==> src/hdl/csic_pkg.sv <==
`default_nettype none
package csic_pkg;

  // i/o space offsets of the stack pointer bytes
  localparam logic [5:0]  STACK_PTR_LOW_OFS   = 6'h3D;
  localparam logic [5:0]  STACK_PTR_HIGH_OFS  = 6'h3E;
  localparam logic [15:0] STACK_PTR_RESET     = 16'h0000;

  // global enable position inside the cpu flags register
  localparam int          GIE_BIT             = 7;
  localparam logic        GIE_RESET           = 1'b0;

  // reset owns the lowest vector, sources follow in priority order
  localparam logic [15:0] RESET_VECTOR        = 16'h0000;
  localparam logic [15:0] FIRST_IRQ_VECTOR    = 16'h0001;

  // cycle counts of the entry and return sequences
  localparam int          ENTRY_CYCLES        = 4;
  localparam int          RETURN_CYCLES       = 4;
  localparam logic [2:0]  SLEEP_EXTRA_CYCLES  = 3'h4;

  typedef enum logic [2:0]
  {
    OP_NONE = 3'h0,
    OP_PUSH = 3'h1,
    OP_POP  = 3'h2,
    OP_CALL = 3'h3,
    OP_RET  = 3'h4,
    OP_RETURN_FROM_IRQ = 3'h5
  } csic_op_t;

  typedef enum logic [3:0]
  {
    ST_IDLE     = 4'h0,
    ST_PUSH_LO  = 4'h1,
    ST_PUSH_HI  = 4'h2,
    ST_ENT_WAIT = 4'h3,
    ST_ENT_VEC  = 4'h4,
    ST_POP_HI   = 4'h5,
    ST_POP_LO   = 4'h6,
    ST_RET_CAP  = 4'h7,
    ST_RET_END  = 4'h8
  } csic_state_t;

  typedef enum logic [1:0]
  {
    ALU_ADD = 2'h0,
    ALU_SUB = 2'h1,
    ALU_AND = 2'h2,
    ALU_OR  = 2'h3
  } csic_alu_t;

endpackage
`default_nettype wire
==> src/hdl/csic_core.sv <==
`default_nettype none
module csic_core
  import csic_pkg::*;
#(
  parameter int                   NUM_SRC    = 8,
  parameter int                   SP_WIDTH   = 16,
  parameter logic [NUM_SRC-1:0]   LEVEL_MASK = '0
)
(
  input  wire logic               MCLK_IN,
  input  wire logic               RST_IN,
  input  wire logic [5:0]         IO_ADDR_IN,
  input  wire logic               IO_WR_IN,
  input  wire logic [7:0]         IO_WDATA_IN,
  output logic      [7:0]         IO_RDATA_OUT,
  input  wire csic_op_t           OP_IN,
  input  wire logic [7:0]         PUSH_DATA_IN,
  input  wire logic [15:0]        PC_IN,
  input  wire logic               INSTR_END_IN,
  input  wire logic               SLEEP_IN,
  input  wire logic               GIE_SET_IN,
  input  wire logic               GIE_CLR_IN,
  input  wire logic               STATUS_WR_IN,
  input  wire logic [7:0]         STATUS_WDATA_IN,
  input  wire logic [NUM_SRC-1:0] IRQ_EVENT_IN,
  input  wire logic [NUM_SRC-1:0] IRQ_LEVEL_IN,
  input  wire logic [NUM_SRC-1:0] IRQ_ENABLE_IN,
  input  wire logic [NUM_SRC-1:0] IRQ_FLAG_CLR_IN,
  input  wire logic               ALU_VALID_IN,
  input  wire csic_alu_t          ALU_OP_IN,
  input  wire logic [7:0]         ALU_A_IN,
  input  wire logic [7:0]         ALU_B_IN,
  input  wire logic [7:0]         STACK_RDATA_IN,
  output logic      [15:0]        STACK_ADDR_OUT,
  output logic      [7:0]         STACK_WDATA_OUT,
  output logic                    STACK_WE_OUT,
  output logic                    STACK_RE_OUT,
  output logic      [15:0]        SP_OUT,
  output logic                    GIE_OUT,
  output logic      [NUM_SRC-1:0] IRQ_FLAGS_OUT,
  output logic      [NUM_SRC-1:0] IRQ_ACK_OUT,
  output logic                    PC_LOAD_OUT,
  output logic      [15:0]        PC_TARGET_OUT,
  output logic                    BUSY_OUT,
  output logic                    FETCH_EN_OUT,
  output logic      [7:0]         ALU_RESULT_OUT,
  output logic                    ALU_DONE_OUT
);

  csic_state_t          state_reg;
  logic [SP_WIDTH-1:0]  sp_reg;
  logic [15:0]          sp_wide;
  logic [15:0]          sp_next;
  logic                 gie_reg;
  logic                 is_irq_reg;
  logic                 is_return_from_irq_reg;
  logic [2:0]           wait_reg;
  logic [15:0]          ret_addr_reg;
  logic [15:0]          vec_reg;
  logic [7:0]           hi_reg;
  logic [NUM_SRC-1:0]   req;
  logic [NUM_SRC-1:0]   sel_oh;
  logic [15:0]          sel_vec;
  logic [NUM_SRC-1:0]   ack_reg;
  logic                 take;
  logic                 idle_op;

  assign sp_wide = 16'(sp_reg);

  // per-source pending logic
  genvar g;
  generate
    for (g = 0; g < NUM_SRC; g++)
    begin : src
      csic_irq_src #(.LEVEL_TYPE(LEVEL_MASK[g])) u_src
      (
        .clk_in      (MCLK_IN),
        .rst_in      (RST_IN),
        .event_in    (IRQ_EVENT_IN[g]),
        .level_in    (IRQ_LEVEL_IN[g]),
        .enable_in   (IRQ_ENABLE_IN[g]),
        .w1c_in      (IRQ_FLAG_CLR_IN[g]),
        .ack_in      (take & sel_oh[g]),
        .request_out (req[g]),
        .flag_out    (IRQ_FLAGS_OUT[g])
      );
    end
  endgenerate

  // lowest index holds the lowest vector and so the highest priority
  always_comb
  begin
    sel_oh  = '0;
    sel_vec = RESET_VECTOR;
    for (int i = NUM_SRC - 1; i >= 0; i--)
    begin
      if (req[i])
      begin
        sel_oh  = NUM_SRC'(1) << i;
        sel_vec = FIRST_IRQ_VECTOR + 16'(i);
      end
    end
  end

  // gie_reg is the registered flag, so the boundary that ends an enable
  // or a return never services; the next instruction always runs first
  assign idle_op = (state_reg == ST_IDLE) && (OP_IN == OP_NONE);
  assign take    = idle_op && gie_reg && !GIE_CLR_IN && (|req)
                   && (INSTR_END_IN || SLEEP_IN);

  // stack pointer: i/o writes win over a stack adjustment in the same cycle
  always_comb
  begin
    sp_next = sp_wide;
    if (IO_WR_IN && IO_ADDR_IN == STACK_PTR_LOW_OFS)
      sp_next = {sp_wide[15:8], IO_WDATA_IN};
    else if (IO_WR_IN && IO_ADDR_IN == STACK_PTR_HIGH_OFS)
      sp_next = {IO_WDATA_IN, sp_wide[7:0]};
    else
    begin
      case (state_reg)
        ST_IDLE:
        begin
          if (OP_IN == OP_PUSH)
            sp_next = sp_wide - 16'h0001;
          else if (OP_IN == OP_POP)
            sp_next = sp_wide + 16'h0001;
        end
        ST_PUSH_LO, ST_PUSH_HI:
          sp_next = sp_wide - 16'h0001;
        ST_POP_HI, ST_POP_LO:
          sp_next = sp_wide + 16'h0001;
        default:
          sp_next = sp_wide;
      endcase
    end
  end

  // truncation drops the absent high byte on narrow data spaces
  always_ff @(posedge MCLK_IN)
  begin
    if (RST_IN)
      sp_reg <= SP_WIDTH'(STACK_PTR_RESET);
    else
      sp_reg <= sp_next[SP_WIDTH-1:0];
  end

  // sequencer: only the return address is stacked, flags stay untouched
  always_ff @(posedge MCLK_IN)
  begin
    if (RST_IN)
    begin
      state_reg   <= ST_IDLE;
      is_irq_reg  <= 1'b0;
      is_return_from_irq_reg <= 1'b0;
      wait_reg    <= 3'h0;
      ret_addr_reg <= 16'h0000;
      vec_reg     <= RESET_VECTOR;
    end
    else
    begin
      case (state_reg)
        ST_IDLE:
        begin
          if (take)
          begin
            state_reg    <= ST_PUSH_LO;
            is_irq_reg   <= 1'b1;
            ret_addr_reg <= PC_IN;
            vec_reg      <= sel_vec;
            wait_reg     <= SLEEP_IN ? SLEEP_EXTRA_CYCLES : 3'h0;
          end
          else if (OP_IN == OP_CALL)
          begin
            state_reg    <= ST_PUSH_LO;
            is_irq_reg   <= 1'b0;
            ret_addr_reg <= PC_IN;
          end
          else if (OP_IN == OP_RET || OP_IN == OP_RETURN_FROM_IRQ)
          begin
            state_reg   <= ST_POP_HI;
            is_return_from_irq_reg <= (OP_IN == OP_RETURN_FROM_IRQ);
          end
        end
        ST_PUSH_LO:
          state_reg <= ST_PUSH_HI;
        ST_PUSH_HI:
          state_reg <= is_irq_reg ? ST_ENT_WAIT : ST_IDLE;
        ST_ENT_WAIT:
        begin
          if (wait_reg == 3'h0)
            state_reg <= ST_ENT_VEC;
          else
            wait_reg <= wait_reg - 3'h1;
        end
        ST_ENT_VEC:
          state_reg <= ST_IDLE;
        ST_POP_HI:
          state_reg <= ST_POP_LO;
        ST_POP_LO:
          state_reg <= ST_RET_CAP;
        ST_RET_CAP:
          state_reg <= ST_RET_END;
        default:
          state_reg <= ST_IDLE;
      endcase
    end
  end

  // global enable: entry and clear win over return, status write and set paths
  always_ff @(posedge MCLK_IN)
  begin
    if (RST_IN)
      gie_reg <= GIE_RESET;
    else if (take)
      gie_reg <= 1'b0;
    else if (GIE_CLR_IN)
      gie_reg <= 1'b0;
    else if (state_reg == ST_RET_END && is_return_from_irq_reg)
      gie_reg <= 1'b1;
    else if (STATUS_WR_IN)
      gie_reg <= STATUS_WDATA_IN[GIE_BIT];
    else if (GIE_SET_IN)
      gie_reg <= 1'b1;
  end

  // registered stack memory port; read data arrive one cycle after the port
  always_ff @(posedge MCLK_IN)
  begin
    if (RST_IN)
    begin
      STACK_ADDR_OUT  <= 16'h0000;
      STACK_WDATA_OUT <= 8'h00;
      STACK_WE_OUT    <= 1'b0;
      STACK_RE_OUT    <= 1'b0;
    end
    else
    begin
      STACK_WE_OUT <= 1'b0;
      STACK_RE_OUT <= 1'b0;
      // a push stores at the current top; pops and returns read one above it
      if ((state_reg == ST_IDLE && OP_IN != OP_POP)
          || state_reg == ST_PUSH_LO || state_reg == ST_PUSH_HI)
        STACK_ADDR_OUT <= sp_wide;
      else
        STACK_ADDR_OUT <= sp_wide + 16'h0001;
      case (state_reg)
        ST_IDLE:
        begin
          STACK_WE_OUT    <= (OP_IN == OP_PUSH);
          STACK_RE_OUT    <= (OP_IN == OP_POP);
          STACK_WDATA_OUT <= PUSH_DATA_IN;
        end
        ST_PUSH_LO:
        begin
          STACK_WE_OUT    <= 1'b1;
          STACK_WDATA_OUT <= ret_addr_reg[7:0];
        end
        ST_PUSH_HI:
        begin
          STACK_WE_OUT    <= 1'b1;
          STACK_WDATA_OUT <= ret_addr_reg[15:8];
        end
        ST_POP_HI, ST_POP_LO:
          STACK_RE_OUT <= 1'b1;
        default:
          STACK_WDATA_OUT <= STACK_WDATA_OUT;
      endcase
    end
  end

  // program counter hand-back to the fetch unit
  always_ff @(posedge MCLK_IN)
  begin
    if (RST_IN)
    begin
      hi_reg        <= 8'h00;
      PC_LOAD_OUT   <= 1'b0;
      PC_TARGET_OUT <= RESET_VECTOR;
    end
    else
    begin
      PC_LOAD_OUT <= 1'b0;
      if (state_reg == ST_RET_CAP)
        hi_reg <= STACK_RDATA_IN;
      if (state_reg == ST_RET_END)
      begin
        PC_LOAD_OUT   <= 1'b1;
        PC_TARGET_OUT <= {hi_reg, STACK_RDATA_IN};
      end
      else if (state_reg == ST_ENT_VEC)
      begin
        PC_LOAD_OUT   <= 1'b1;
        PC_TARGET_OUT <= vec_reg;
      end
    end
  end

  always_ff @(posedge MCLK_IN)
  begin
    if (RST_IN)
      ack_reg <= '0;
    else
      ack_reg <= take ? sel_oh : '0;
  end

  // pointer readback: one cycle latency, unmapped and absent bytes read zero
  always_ff @(posedge MCLK_IN)
  begin
    if (RST_IN)
      IO_RDATA_OUT <= 8'h00;
    else if (IO_ADDR_IN == STACK_PTR_LOW_OFS)
      IO_RDATA_OUT <= sp_wide[7:0];
    else if (IO_ADDR_IN == STACK_PTR_HIGH_OFS)
      IO_RDATA_OUT <= sp_wide[15:8];
    else
      IO_RDATA_OUT <= 8'h00;
  end

  // two-operand alu result is registered one cycle after the operands are presented
  always_ff @(posedge MCLK_IN)
  begin
    if (RST_IN)
    begin
      ALU_RESULT_OUT <= 8'h00;
      ALU_DONE_OUT   <= 1'b0;
    end
    else
    begin
      ALU_DONE_OUT <= ALU_VALID_IN;
      if (ALU_VALID_IN)
      begin
        case (ALU_OP_IN)
          ALU_ADD: ALU_RESULT_OUT <= ALU_A_IN + ALU_B_IN;
          ALU_SUB: ALU_RESULT_OUT <= ALU_A_IN - ALU_B_IN;
          ALU_AND: ALU_RESULT_OUT <= ALU_A_IN & ALU_B_IN;
          default: ALU_RESULT_OUT <= ALU_A_IN | ALU_B_IN;
        endcase
      end
    end
  end

  // core clock drives everything directly; no divider, no enables
  assign FETCH_EN_OUT = (state_reg == ST_IDLE);
  assign BUSY_OUT     = (state_reg != ST_IDLE);
  assign SP_OUT       = sp_wide;
  assign GIE_OUT      = gie_reg;
  assign IRQ_ACK_OUT  = ack_reg;
endmodule
`default_nettype wire

==> src/hdl/csic_irq_src.sv <==
`default_nettype none
module csic_irq_src
  import csic_pkg::*;
#(
  parameter bit LEVEL_TYPE = 1'b0
)
(
  input  wire logic clk_in,
  input  wire logic rst_in,
  input  wire logic event_in,
  input  wire logic level_in,
  input  wire logic enable_in,
  input  wire logic w1c_in,
  input  wire logic ack_in,
  output logic      request_out,
  output logic      flag_out
);

  logic flag_reg;

  // a new event beats a clear in the same cycle, so none is lost
  always_ff @(posedge clk_in)
  begin
    if (rst_in)
      flag_reg <= 1'b0;
    else if (event_in && !LEVEL_TYPE)
      flag_reg <= 1'b1;
    else if (w1c_in || ack_in)
      flag_reg <= 1'b0;
  end

  // level sources keep no memory: a vanished condition asks for nothing
  assign request_out = LEVEL_TYPE ? (level_in & enable_in) : (flag_reg & enable_in);
  assign flag_out    = LEVEL_TYPE ? 1'b0 : flag_reg;

endmodule
`default_nettype wire

==> config.mk <==
export PLATFORM = sky130hd
export DESIGN_NAME = csic_core
export DESIGN_NICKNAME = d
export VERILOG_FILES = /design/src/hdl/csic_pkg.sv /design/src/hdl/csic_core.sv /design/src/hdl/csic_irq_src.sv
export SDC_FILE = /design/constraint.sdc
export NUM_CORES = 1
export LEC_CHECK = 0
export ABC_AREA = 1
export BUFFER_PORTS_ARGS = -buffer_cell sky130_fd_sc_hd__buf_2
export CAP_MARGIN = 20
export CORE_AREA = 2 2 121 123
export DETAILED_ROUTE_END_ITERATION = 8
export DIE_AREA = 0 0 123 125
export GPL_ROUTABILITY_DRIVEN = 0
export PLACE_DENSITY = 0.77
export SLEW_MARGIN = 20
export SYNTH_ARGS = -nofsm -noshare
export SYNTH_HDL_FRONTEND = slang
export SYNTH_SLANG_ARGS = --single-unit
==> constraint.sdc <==
create_clock -name MCLK_IN -period 2.6 [get_ports MCLK_IN]
set_clock_uncertainty 0.2 [all_clocks]
set_input_delay 0.39 -clock MCLK_IN [delete_from_list [all_inputs] [get_ports MCLK_IN]]
set_output_delay 0.39 -clock MCLK_IN [all_outputs]
set_load 0.02 [all_outputs]
==> run summary <==
outcome - finished, final reports clean
IO Pins - 211
wire length on met2 - 9.572 mm
cell area after layout - 0.008780 mm²
Post-synth top cells - nand2_1, nor2_1, dfxtp_1, inv_1, a21oi_1
Setup Viol. Count Final - 0
die height - 125 µm
Starting Density - 0.4877
nets@finish - 1364
synthesis warning total - 0
Worst setup EP type - register
grt total ovfl - 0
clk root buf - clkbuf_16
port bufs - 195
RSZ-0062 raised after global routing - false
worst-case vdd ir drop - 0.0007022 V
synthesized instance count - 1039
top-count cell post-synth - nand2_1
Worst-Margin Slew - 0.8168 ns
Avg WL per Cell - 13.99 µm
Crit-path slowest cell - dfxtp_1
Hold Crit Class - primary input to register
largest net degree at the start of global routing - 73
Final min period - 2.322 ns
Async S/R FF share, synth - 0
DR vias - 7534
worst endpoint required time - 2.71 ns
P&R area growth vs syn - 26.75%
fin crit share - 0.8933
first-pass GRT wire length - 32.74 mm
die area - 0.01538 mm²
critical path cell sequence - nand2_2 > nand2_2 > inv_2 > nand2_1 > buf_4 > o21ai_2 > inv_1 > o21ai_0 > a21oi_1
met3 routed WL - 1.505 mm
layout cells sized above 1 - 0.2156
Pwr per Cell Area - 1031 mW/mm²
Post-DP Area - 0.008053 mm²
Antenna Nets Post-Route - 0
clock sink count - 130
Setup Buffers After CTS - 0
Worst-Skew Late Latency - 0.42 ns
FILL cells - 1354
leading area contributor after synthesis - dfxtp_1
drt drc - 0
CTS buffer count - 17
Leakage - 4.287 nW
CP Class - register to register
Post-synth EDFFs - 0
DRT Wirelength - 19.97 mm
DRT Pass-1 Iters - 5
Via-to-Cell Ratio - 5.280
Top Family by Delay on Critical Path - buffers and inverters
Critical Path Source Type - register
vias in the first global route - 7037
CTS clk-pin slew, worst paths - 0.06 ns
Post-Synthesis Cell Area - 0.006927 mm²
max frequency - 430.6 MHz
WL met1 - 8.341 mm
DRT iter0 DRCs - 677
FF+latch count, synth - 130
Yosys top cell area share - 0.3757
synth unique cells - 45
Top FF cell, synth - dfxtp_1
critical path arrival - 2.43 ns
post-synthesis sequential area ratio - 0.3757
n_diodes - 0
top post-synthesis cells by area - dfxtp_1, nand2_1, nor2_1
Syn Nets - 1170
Synth Area per Inst - 6.667 µm²
CP bufs+invs - 3
Slew Limit Fails - 0
core area - 0.01420 mm²
max cap viols - 0
setup TNS - 0 ns
top sig layer - met4
initial antenna violation count - 0
Worst path max stage delay - 0.46 ns
clk buf depth - 2
Cell Rows - 44
most used cell, CP - nand2_2
relative slew slack - 0.4555
Post-DP HPWL - 14.42 mm
final hold vios - 0
CTS tree - built
die extent in x - 123 µm
H-tree depth - 4
crit-path max FO - 13
gr usage total - 0.2652
==> kinds of logic (layout without fill, tap and decap cells) <==
group                    after synthesis  in the layout  synth area share
multiplexers                           1              1          0.001445
AND/OR/NAND/NOR                      525            525            0.3199
AO/OA/AOI/OAI                        203            203            0.1647
flip-flops                           130            130            0.3757
buffers and inverters                150            354           0.09104
XOR/XNOR                              15             15           0.01897
adder cells (fa/ha/maj)               15             15           0.02818
==> power breakdown <==
part,switching (mW),leakage [nW],internal [mW],total (mW)
clock network,0.863,0.307,1.73,2.60
logic,2.60,2.92,1.24,3.84
registers,0.307,1.06,2.31,2.62
total,3.77,4.29,5.28,9.05
==> through the flow <==
step | worst slack, ns | utilization | instances | hold WS (ns) | power [mW]
after detailed placement | 0.01343 | 0.5669 | 1389 | 0.2522 | 6.415
final | 0.2775 | 0.6181 | 1427 | 0.01550 | 9.052
after global routing | 0.09219 | 0.6181 | 1427 | 0.01341 | 9.683
after global placement | 0.06172 | 0.5669 | 1389 | 0.2497 | 6.356
after CTS | 0.2386 | 0.6181 | 1427 | 0.0007970 | 9.040
after floorplan | 0.2109 | - | 1039 | 0.2442 | 5.391
==> what timing repair did <==
| item | CTS | global route |
|---|---|---|
| hold endpoints to repair | 9 | 0 |
| hold buffers | 9 | 0 |
| resized for setup | 0 | 0 |
==> cells in the final DEF (no fill, tap or decap), types with 2 or more instances in the layout <==
cell | netlist | routed
nand2_1 | 236 | 236
buf_2 | 8 | 195
nor2_1 | 174 | 174
dfxtp_1 | 130 | 130
inv_1 | 93 | 93
a21oi_1 | 81 | 81
o21ai_0 | 76 | 76
nand3_1 | 66 | 66
nand4_1 | 23 | 23
buf_4 | 10 | 20
clkbuf_16 | 0 | 17
xor2_1 | 14 | 14
ha_1 | 14 | 14
a31oi_1 | 9 | 9
o21ai_1 | 9 | 9
dlygate4sd3_1 | 0 | 9
nor3_1 | 6 | 6
a41oi_1 | 6 | 6
a211oi_2 | 6 | 6
clkinv_1 | 5 | 5
nand3b_1 | 5 | 5
bufinv_16 | 0 | 5
nand2_2 | 4 | 4
a221oi_1 | 4 | 4
nand2_4 | 3 | 3
o211ai_1 | 3 | 3
nor3_2 | 2 | 2
or2_2 | 2 | 2
a211oi_1 | 2 | 2
clkinv_4 | 1 | 2
clkbuf_8 | 0 | 2
clkinvlp_4 | 0 | 2
clkinv_2 | 0 | 2
==> path summary, 6_finish.rpt <==
check                                       start                    end  slack (ns)  cells past startpoint
worst max-delay path                 state_reg[0]      STACK_ADDR_OUT[5]        0.28                      9
worst min-delay path              IRQ_EVENT_IN[6]  src[6].u_src.flag_out        0.02                      3
worst max register to register       state_reg[0]      STACK_ADDR_OUT[5]        0.28                      9
worst min register to register  PC_TARGET_OUT[14]      PC_TARGET_OUT[14]        0.26                      2
==> routing by layer <==
metal  global-route usage  vias to the layer above
met5                    0                        -
met4               0.1056                        0
met3              0.06706                       44
met2               0.4352                      310
met1               0.3310                     3400
li1                     -                     3780
==> worst min-delay path, stage by stage <==
cell and delay (ns):
buf_2 0.09, inv_1 0.05, a21oi_1 0.05
==> area by class of cell <==
cell class	count	area, µm²	area share
clock buffers	19	452.9	0.05159
clock inverters	10	183.9	0.02095
inverters	100	380.4	0.04332
multi-input cells	759	3694	0.4207
flip-flops and latches	130	2603	0.2964
well taps	184	230.2	0.02622
repair buffers	225	1236	0.1408
Power figures use the tool's default switching activity.
